### src/core/bridge_hdr_defines.vh
// constants for the type 1 bridge header register bank
`ifndef BRIDGE_HDR_DEFINES_VH
`define BRIDGE_HDR_DEFINES_VH

////////////////////////////////////////////////////////////////////////////////
// register indices; byte address is four times the index
`define IDX_HEADER_KIND      10'h000e
`define IDX_SELF_TEST        10'h000f
`define IDX_UNUSED_BASE_0    10'h0010
`define IDX_UNUSED_BASE_1    10'h0014
`define IDX_UPSTREAM_BUS     10'h0018
`define IDX_DOWNSTREAM_BUS   10'h0019
`define IDX_HIGHEST_BUS      10'h001a
`define IDX_DOWNSTREAM_LAT   10'h001b
`define IDX_IO_WINDOW_LOW    10'h001c
`define IDX_IO_WINDOW_HIGH   10'h001d
`define IDX_LOCK_CTRL        10'h0040

////////////////////////////////////////////////////////////////////////////////
// constant read values and reset values
`define HEADER_KIND_VAL      8'h01
`define ZERO_BYTE            8'h00
`define ZERO_WORD            32'h0000_0000
`define IO_CAP_RST           1'h1
`define IO_BASE_RST          4'hf
`define IO_LIMIT_RST         4'h0
`define LOCK_RST             1'h0
`define IO_LOW_PAGE          12'h000
`define IO_HIGH_PAGE         12'hfff
`define IO_UPPER_ZERO        16'h0000

////////////////////////////////////////////////////////////////////////////////
// field positions in the window registers and the lock control register
`define IO_CAP_BIT           0
`define IO_ADDR_MSB          7
`define IO_ADDR_LSB          4
`define LOCK_BIT             0

`endif

### src/core/bridge_type1_header_regs.v
// type 1 bridge header register bank with APB slave and I/O window decode
//
// Local design decision: the APB interface to the registers.
`timescale 1ns/1ps
`include "bridge_hdr_defines.vh"

module bridge_type1_header_regs #(
  parameter ADDR_W = 12
) (
  input  wire              CLK_I,
  input  wire              RESET_N_I,
  input  wire              PSEL_I,
  input  wire              PENABLE_I,
  input  wire              PWRITE_I,
  input  wire [ADDR_W-1:0] PADDR_I,
  input  wire [31:0]       PWDATA_I,
  output reg  [31:0]       PRDATA_O,
  output reg               PREADY_O,
  output reg               PSLVERR_O,
  input  wire              IO_REQ_VALID_I,
  input  wire [31:0]       IO_REQ_ADDR_I,
  output reg               IO_FWD_VALID_O,
  output reg               IO_FWD_O,
  output reg               IO_CAP_O
);

  ////////////////////////////////////////////////////////////////////////////////
  // storage
  reg  [7:0] upstream_bus_q;
  reg  [7:0] downstream_bus_q;
  reg  [7:0] highest_bus_q;
  reg        io_cap_q;
  reg  [3:0] io_base_q;
  reg  [3:0] io_limit_q;
  reg        lock_q;

  wire [9:0] index;
  wire       setup;
  wire       wr_en;
  reg  [31:0] rd_word;
  reg         rd_hit;
  wire [7:0]  io_low_byte;
  wire [7:0]  io_high_byte;
  wire [31:0] win_lo;
  wire [31:0] win_hi;

  // word index; byte lanes below bit 2 are ignored
  assign index = PADDR_I[ADDR_W-1:2];
  assign setup = PSEL_I & ~PENABLE_I;
  // write lands only at the edge where the access phase sees ready
  assign wr_en = PSEL_I & PENABLE_I & PREADY_O & PWRITE_I;

  assign io_low_byte  = {io_base_q, 3'h0, io_cap_q};
  assign io_high_byte = {io_limit_q, 3'h0, io_cap_q};

  ////////////////////////////////////////////////////////////////////////////////
  // read mux, also flags unmapped addresses
  always @*
  begin
    rd_word = `ZERO_WORD;
    rd_hit  = 1'b1;
    if (index == `IDX_HEADER_KIND)
      rd_word = {24'h00_0000, `HEADER_KIND_VAL};
    else if (index == `IDX_SELF_TEST)
      rd_word = {24'h00_0000, `ZERO_BYTE};
    else if (index == `IDX_UNUSED_BASE_0 || index == `IDX_UNUSED_BASE_1)
      rd_word = `ZERO_WORD;
    else if (index == `IDX_UPSTREAM_BUS)
      rd_word = {24'h00_0000, upstream_bus_q};
    else if (index == `IDX_DOWNSTREAM_BUS)
      rd_word = {24'h00_0000, downstream_bus_q};
    else if (index == `IDX_HIGHEST_BUS)
      rd_word = {24'h00_0000, highest_bus_q};
    else if (index == `IDX_DOWNSTREAM_LAT)
      rd_word = {24'h00_0000, `ZERO_BYTE};
    else if (index == `IDX_IO_WINDOW_LOW)
      rd_word = {24'h00_0000, io_low_byte};
    else if (index == `IDX_IO_WINDOW_HIGH)
      rd_word = {24'h00_0000, io_high_byte};
    else if (index == `IDX_LOCK_CTRL)
      rd_word = {31'h0000_0000, lock_q};
    else
      rd_hit = 1'b0;
  end

  ////////////////////////////////////////////////////////////////////////////////
  // apb answer: one wait-free access phase, data and error from flops
  always @(posedge CLK_I or negedge RESET_N_I)
  begin
    if (!RESET_N_I)
    begin
      PRDATA_O  <= `ZERO_WORD;
      PREADY_O  <= 1'b0;
      PSLVERR_O <= 1'b0;
    end
    else if (setup)
    begin
      PREADY_O  <= 1'b1;
      PSLVERR_O <= ~rd_hit;
      PRDATA_O  <= PWRITE_I ? `ZERO_WORD : rd_word;
    end
    else
    begin
      PREADY_O  <= 1'b0;
      PSLVERR_O <= 1'b0;
    end
  end

  ////////////////////////////////////////////////////////////////////////////////
  // writable fields; read-only registers simply drop writes
  always @(posedge CLK_I or negedge RESET_N_I)
  begin
    if (!RESET_N_I)
    begin
      upstream_bus_q   <= `ZERO_BYTE;
      downstream_bus_q <= `ZERO_BYTE;
      highest_bus_q    <= `ZERO_BYTE;
      io_cap_q         <= `IO_CAP_RST;
      io_base_q        <= `IO_BASE_RST;
      io_limit_q       <= `IO_LIMIT_RST;
      lock_q           <= `LOCK_RST;
    end
    else if (wr_en)
    begin
      if (index == `IDX_UPSTREAM_BUS)
        upstream_bus_q <= PWDATA_I[7:0];
      else if (index == `IDX_DOWNSTREAM_BUS)
        downstream_bus_q <= PWDATA_I[7:0];
      else if (index == `IDX_HIGHEST_BUS)
        highest_bus_q <= PWDATA_I[7:0];
      else if (index == `IDX_IO_WINDOW_LOW)
      begin
        io_base_q <= PWDATA_I[`IO_ADDR_MSB:`IO_ADDR_LSB];
        if (!lock_q)
          io_cap_q <= PWDATA_I[`IO_CAP_BIT];
      end
      else if (index == `IDX_IO_WINDOW_HIGH)
        io_limit_q <= PWDATA_I[`IO_ADDR_MSB:`IO_ADDR_LSB];
      else if (index == `IDX_LOCK_CTRL)
        lock_q <= PWDATA_I[`LOCK_BIT];
    end
  end

  ////////////////////////////////////////////////////////////////////////////////
  // window bounds; upper 16 bits live outside this bank, taken as zero
  // limit low 12 bits are ones
  assign win_lo = {`IO_UPPER_ZERO, io_base_q, `IO_LOW_PAGE};
  assign win_hi = {`IO_UPPER_ZERO, io_limit_q, `IO_HIGH_PAGE};

  // forward decision from base and limit
  // inclusive range compare; base above limit forwards nothing
  always @(posedge CLK_I or negedge RESET_N_I)
  begin
    if (!RESET_N_I)
    begin
      IO_FWD_VALID_O <= 1'b0;
      IO_FWD_O       <= 1'b0;
      IO_CAP_O       <= `IO_CAP_RST;
    end
    else
    begin
      IO_FWD_VALID_O <= IO_REQ_VALID_I;
      IO_FWD_O       <= IO_REQ_VALID_I & (IO_REQ_ADDR_I >= win_lo)
                        & (IO_REQ_ADDR_I <= win_hi);
      IO_CAP_O       <= io_cap_q; // registered copy of the width flag
    end
  end

endmodule // bridge_type1_header_regs

### config.mk
export PLATFORM = sky130hd
export DESIGN_NAME = bridge_type1_header_regs
export DESIGN_NICKNAME = d
export VERILOG_FILES = /design/src/core/bridge_type1_header_regs.v
export VERILOG_INCLUDE_DIRS = /design/src /design/src/core
export SDC_FILE = /design/constraint.sdc
export NUM_CORES = 1
export LEC_CHECK = 0
export ABC_AREA = 1
export BUFFER_PORTS_ARGS = -buffer_cell sky130_fd_sc_hd__buf_4
export CAP_MARGIN = 10
export CORE_MARGIN = 10
export CORE_UTILIZATION = 52
export DETAILED_ROUTE_END_ITERATION = 7
export PLACE_DENSITY = 0.93
export SLEW_MARGIN = 20
export SYNTH_ARGS = -nofsm -noshare
export SYNTH_HDL_FRONTEND = slang
export SYNTH_SLANG_ARGS = --single-unit
### constraint.sdc
create_clock -name CLK_I -period 4.2 [get_ports CLK_I]
set_clock_uncertainty 0.05 [all_clocks]
set_input_delay 0.21 -clock CLK_I [delete_from_list [all_inputs] [get_ports CLK_I]]
set_output_delay 0.21 -clock CLK_I [all_outputs]
set_load 0.05 [all_outputs]
# --- Word-level counts from Yosys, hierarchy flattened ---
# Index checks and enable logic that the tools add are counted.
op_classes:
  n_bitwise: 14
  order_cmp: 2
  eq_ne: 11
  mux: 23
  n_reduce_logical: 8
ops:
  columns: ["op", "count"]
  rows:
  - ["$eq 10x5->1 const B", 8]
  - ["$mux 32", 2]
  - ["$mux 8", 8]
  - ["$ge 32x16->1", 1]
  - ["$le 32x16->1", 1]
  - ["$eq 10x4->1 const B", 2]
  - ["$mux 1", 13]
  - ["$reduce_and 6->1", 2]
  - ["$eq 10x7->1 const B", 1]
  - ["$not 1->1", 8]
  - ["$reduce_and 7->1", 1]
  - ["$and 1x1->1", 6]
  - ["$reduce_and 5->1", 1]
  - ["$reduce_and 4->1", 1]
  - ["$reduce_and 3->1", 1]
  - ["$reduce_and 2->1", 1]
  - ["$logic_or 1x1->1", 1]
totals:
  elab_cells: 71
  regBits: 71

# --- Depth between registers and ports, before layout ---
logic_depth:
  word_depth: 13
  ltp_mapped: 13
  mapped_depth_nobuf: 13

# --- Least setup slack after synthesis ---
# Ideal clock, no wire load.
synth_timing:
  path_type: "reg2reg"
  start: "register PREADY_O"
  end: "register io_base_q[3]"
  path_stages_with_launch: 8
  setup_ns: 0.079
  t_arrival_ns: 1.595
  required_time_ns: 4.071
  slack_ns: 2.476
  cell_sequence: "dfrtp_1 nand4_1 inv_1 o21ai_1 or2_1 buf_4 nand2_1 o21ai_2"
synth_via:
  elab_chain_len: 3
synth_rtl:
  columns: ["item", "line", "text"]
  rows:
  - ["from (decl)", "bridge_type1_header_regs.v:18", "output reg PREADY_O,"]
  - ["from (signal assigned)", "bridge_type1_header_regs.v:93", "PREADY_O <= 1'b0;"]
  - ["from (signal assigned)", "bridge_type1_header_regs.v:98", "PREADY_O <= 1'b1;"]
  - ["from (signal assigned)", "bridge_type1_header_regs.v:104", "PREADY_O <= 1'b0;"]
  - ["$and 1x1->1 (2 in series)", "bridge_type1_header_regs.v:51", "assign wr_en = PSEL_I & PENABLE_I & PREADY_O & PWRITE_I;"]
  - ["$reduce_and 5->1 (no source line)", null, null]
  - ["to (signal assigned)", "bridge_type1_header_regs.v:119", "io_base_q <= `IO_BASE_RST;"]
  - ["to (signal assigned)", "bridge_type1_header_regs.v:133", "io_base_q <= PWDATA_I[`IO_ADDR_MSB:`IO_ADDR_LSB];"]
  - ["to (decl)", "bridge_type1_header_regs.v:33", "reg [3:0] io_base_q;"]
# No other way between the ends.
# A chain may end at the register's enable or synchronous reset.

# --- Worst setup path after layout ---
layout_timing:
  start: "register io_limit_q[1]"
  end: "register IO_FWD_O"
layout_via:
  elab_chain_len: 2
layout_rtl:
  columns: ["item", "line", "text"]
  rows:
  - ["from (decl)", "bridge_type1_header_regs.v:34", "reg [3:0] io_limit_q;"]
  - ["from (signal assigned)", "bridge_type1_header_regs.v:120", "io_limit_q <= `IO_LIMIT_RST;"]
  - ["from (signal assigned)", "bridge_type1_header_regs.v:138", "io_limit_q <= PWDATA_I[`IO_ADDR_MSB:`IO_ADDR_LSB];"]
  - ["$le 32x16->1", "bridge_type1_header_regs.v:164", "& (IO_REQ_ADDR_I <= win_hi);"]
  - ["$and 1x1->1", "bridge_type1_header_regs.v:164", null]
  - ["to (signal assigned)", "bridge_type1_header_regs.v:163", "IO_FWD_O <= IO_REQ_VALID_I & (IO_REQ_ADDR_I >= win_lo)"]
  - ["to (decl)", "bridge_type1_header_regs.v:23", "output reg IO_FWD_O,"]
# No other way between the ends.

==> results.md <==
* Worst-path maximum fanout at 2
* Main area contributors after synthesis: dfrtp_1, nand2_1, buf_4
* Final worst setup slack at 2.52 ns
* Number of vias per cell at 5.11
* Worst slew pin tran at 0.584 ns
* Die height at 94.5 um
* Clock tree sinks at 47
* Row count at 27
* Nets at 516
* Post-CTS sizing at 0
* Root buf cell: clkbuf_8
* Post-synthesis xor/xnor area fraction at 0%
* Fillers at between 400 and 500
* Outcome: complete, no violations
* GRT Residual Overflow at 0
* First-pass GRT wire length at 11.7 mm
* Input/output buffers at 68
* # DRC at 0
* Cts bufs inserted at 5
* N_diodes at 0
* Final setup fails at 0
* Share of layout cells above drive strength 1 at 28.8%
* Die area at 0.00894 mm^2
* Post-synthesis sequential area ratio at 41.0%
* GRT Total Usage at 16.0%
* Hold WC Path Type: input pin to flip-flop
* CP startpoint: io_limit_q[1]$_DFFE_PN0P_
* Maximum clock frequency at 0.596 GHz
* Seq cells post-synth at 47
* Top layer in use: met4
* RSZ-0062 raised after global routing: false
* Count of unique library cells instantiated by Yosys at 34
* Adder and majority gate portion of the synthesized area at roughly 3.5%
* Initial antenna violation count at 0
* H-tree depth at 2
* Drt first pass iters at 4
* R2r worst-path depth at 7
* Peak supply drop at about 0.14 mV
* Setup WS pre-CTS at 2.52 ns
* CORE AREA at 0.00544 mm^2
* Clock transition at path regs at 0.09 ns
* Critical Path Start Type: flip-flop
* WL met2 at 3.70 mm
* CP Data Required Time at 4.38 ns
* PwrDens at 256 mW/mm^2
* Average routed wire per standard cell at 14.4 um
* Post-Syn Instances at 355
* Die W at 94.5 um
* Mapped Area at approximately 0.0029 mm^2
* TritonCTS clock tree: yes
* Share of the synthesized area in the top cell type at 35.5%
* Leakage at 1.82 nW
* Via count at 2,550
* Detailed-route wire length at 7.19 mm
* Max-Cap Viols at 0
* Async S/R FF share, synth at 100%
* Post-synth EDFFs at 0
* Ys flop type: dfrtp_1
* Gpl congestion at around 0.9
* Largest net degree at the start of global routing at 48
* Worst R2R Start: io_limit_q[1]$_DFFE_PN0P_
* Iter 0 DRT Violations at 270
* Metal3 WL at 672 um
* Setup TNS at 0 ns
* Setup crit end kind: flip-flop
* M1 WL at 2.66 mm
* Final Hold Viols at 0
* Syn. warnings at 0
* CP endpoint: IO_FWD_O$_DFF_PN0_
* Relative max-transition margin at 61.1%
* Worst-skew pair later-pin latency at 0.31 ns
* Post-CTS Hold Fix Bufs at 2
* Post-Syn Area per Cell at 8.14 um^2
* Postcts setup bufs at 0
* Compound-Gate Fraction of Synth Area at 12.7%
* Tcrit/Tclk final at about two fifths
* Clock buffer depth at 2
* Vias in the first global route at 2,564
* Mux contribution to synthesized area at 0%
* Post-DRT Antenna Nets at 0
* Slew Limit Fails at 0
* Detailed Place HPWL at around 5.6 mm
* Reg-to-Reg End: IO_FWD_O$_DFF_PN0_
* CP Class: flip-flop to flip-flop
* Synth Area in Simple Gates at between 20% and 30%
* Largest family of logic cells by synthesized area: simple AND/OR/NAND/NOR gates
* Worst Path Arrival at 1.86 ns
* Area leader, netlist: dfrtp_1
* Area grow syn2layout at 19.4%
* IO Pins at 119
* Initial Util at 53.1%
* Post-layout minimum cycle time at 1.68 ns
* Reg2reg setup slack at 2.52 ns
-- layout by cell type (no fill, tap or decap), drive strengths merged, types with 2 or more instances in the layout --
master,instances
nand4,13
nand3,19
nor3,10
o21ai,38
nand2,81
nor2,36
clkbuf,6
dfrtp,41
buf,68
conb,24
nor4,3
a22o,3
a21oi,13
dfstp,6
dlygate4sd3,2
ha,8
inv,46
or2,3
-- flip-flops by register name, summed over array words and instances, names as in the netlist, 4 cells and up --
name              cells
io_limit_q            4
io_base_q             4
highest_bus_q         8
downstream_bus_q      8
upstream_bus_q        8
PRDATA_O              8
-- report_power, final --
group / internal [mW] / leakage (nW) / switching [mW] / total (mW)
Clock: 0.117 / 0.0412 / 0.153 / 0.270
Sequential: 0.454 / 0.630 / 0.000906 / 0.455
Combinational: 0.0491 / 1.15 / 0.108 / 0.157
-- how the worst min path moves through the flow --
stage / from / to / slack [ns] / cells past startpoint
after CTS: PENABLE_I / PREADY_O$_DFF_PN0_ / 0.01 / 2
after detailed placement: RESET_N_I / lock_q$_DFFE_PN0P_ / 0.20 / 1
after floorplan: RESET_N_I / IO_FWD_O$_DFF_PN0_ / -0.14 / 0
after global routing: PENABLE_I / PREADY_O$_DFF_PN0_ / 0.01 / 2
after global placement: RESET_N_I / PREADY_O$_DFF_PN0_ / 0.19 / 1
final: PENABLE_I / PREADY_O$_DFF_PN0_ / 0.02 / 2
-- cell usage after synthesis, drive strengths merged, types with 3 or more instances --
cell type / number
nor4: 3
buf: 29
nand2: 81
ha: 8
inv: 46
a21oi: 13
nand4: 13
o21ai: 38
dfstp: 6
a22o: 3
or2: 3
dfrtp: 41
nor3: 10
nor2: 36
nand3: 19
-- critical path: stages, from the launching register on --
cell and delay (ns):
dfrtp_1 0.35, inv_1 0.06, ha_1 0.29, nand4_1 0.09, or2_2 0.30, o31ai_1 0.22, nand4_1 0.11, a21oi_1 0.14
-- area by class of cell --
type	instances	area, um^2	share of cell area [%]
Clock buffer	6	72.6	2.10
Sequential cell	47	1180	34.3
Inverter	46	178	5.15
Clock inverter	2	12.5	0.363
Multi-Input combinational cell	256	1380	40.1
Timing Repair Buffer	70	531	15.4
Tap cell	72	90.1	2.61
-- stage by stage --
stage,hold WS (ns),cells,util (%),total power [mW],cell area [um^2]
detailed placement,0.197,489,61.5,0.619,3340
global route,0.0116,499,63.4,0.921,3450
floorplan,-0.136,378,-,0.572,2980
finish,0.0213,499,63.4,0.882,3450
CTS,0.0118,499,63.4,0.886,3450
global placement,0.187,489,61.5,0.614,3340
-- logic make-up after synthesis --
group / Yosys count
buffers and inverters: 75
AND/OR/NAND/NOR: 167
AO/OA/AOI/OAI: 57
flip-flops: 47
other: 1
adder cells (fa/ha/maj): 8
-- per-layer routing --
metal	track usage, %	vias up
met3	3.89	16
met5	0	-
met2	28.1	110
li1	-	1243
met4	6.48	0
met1	18.1	1181
(Power assumes the default switching activity.)
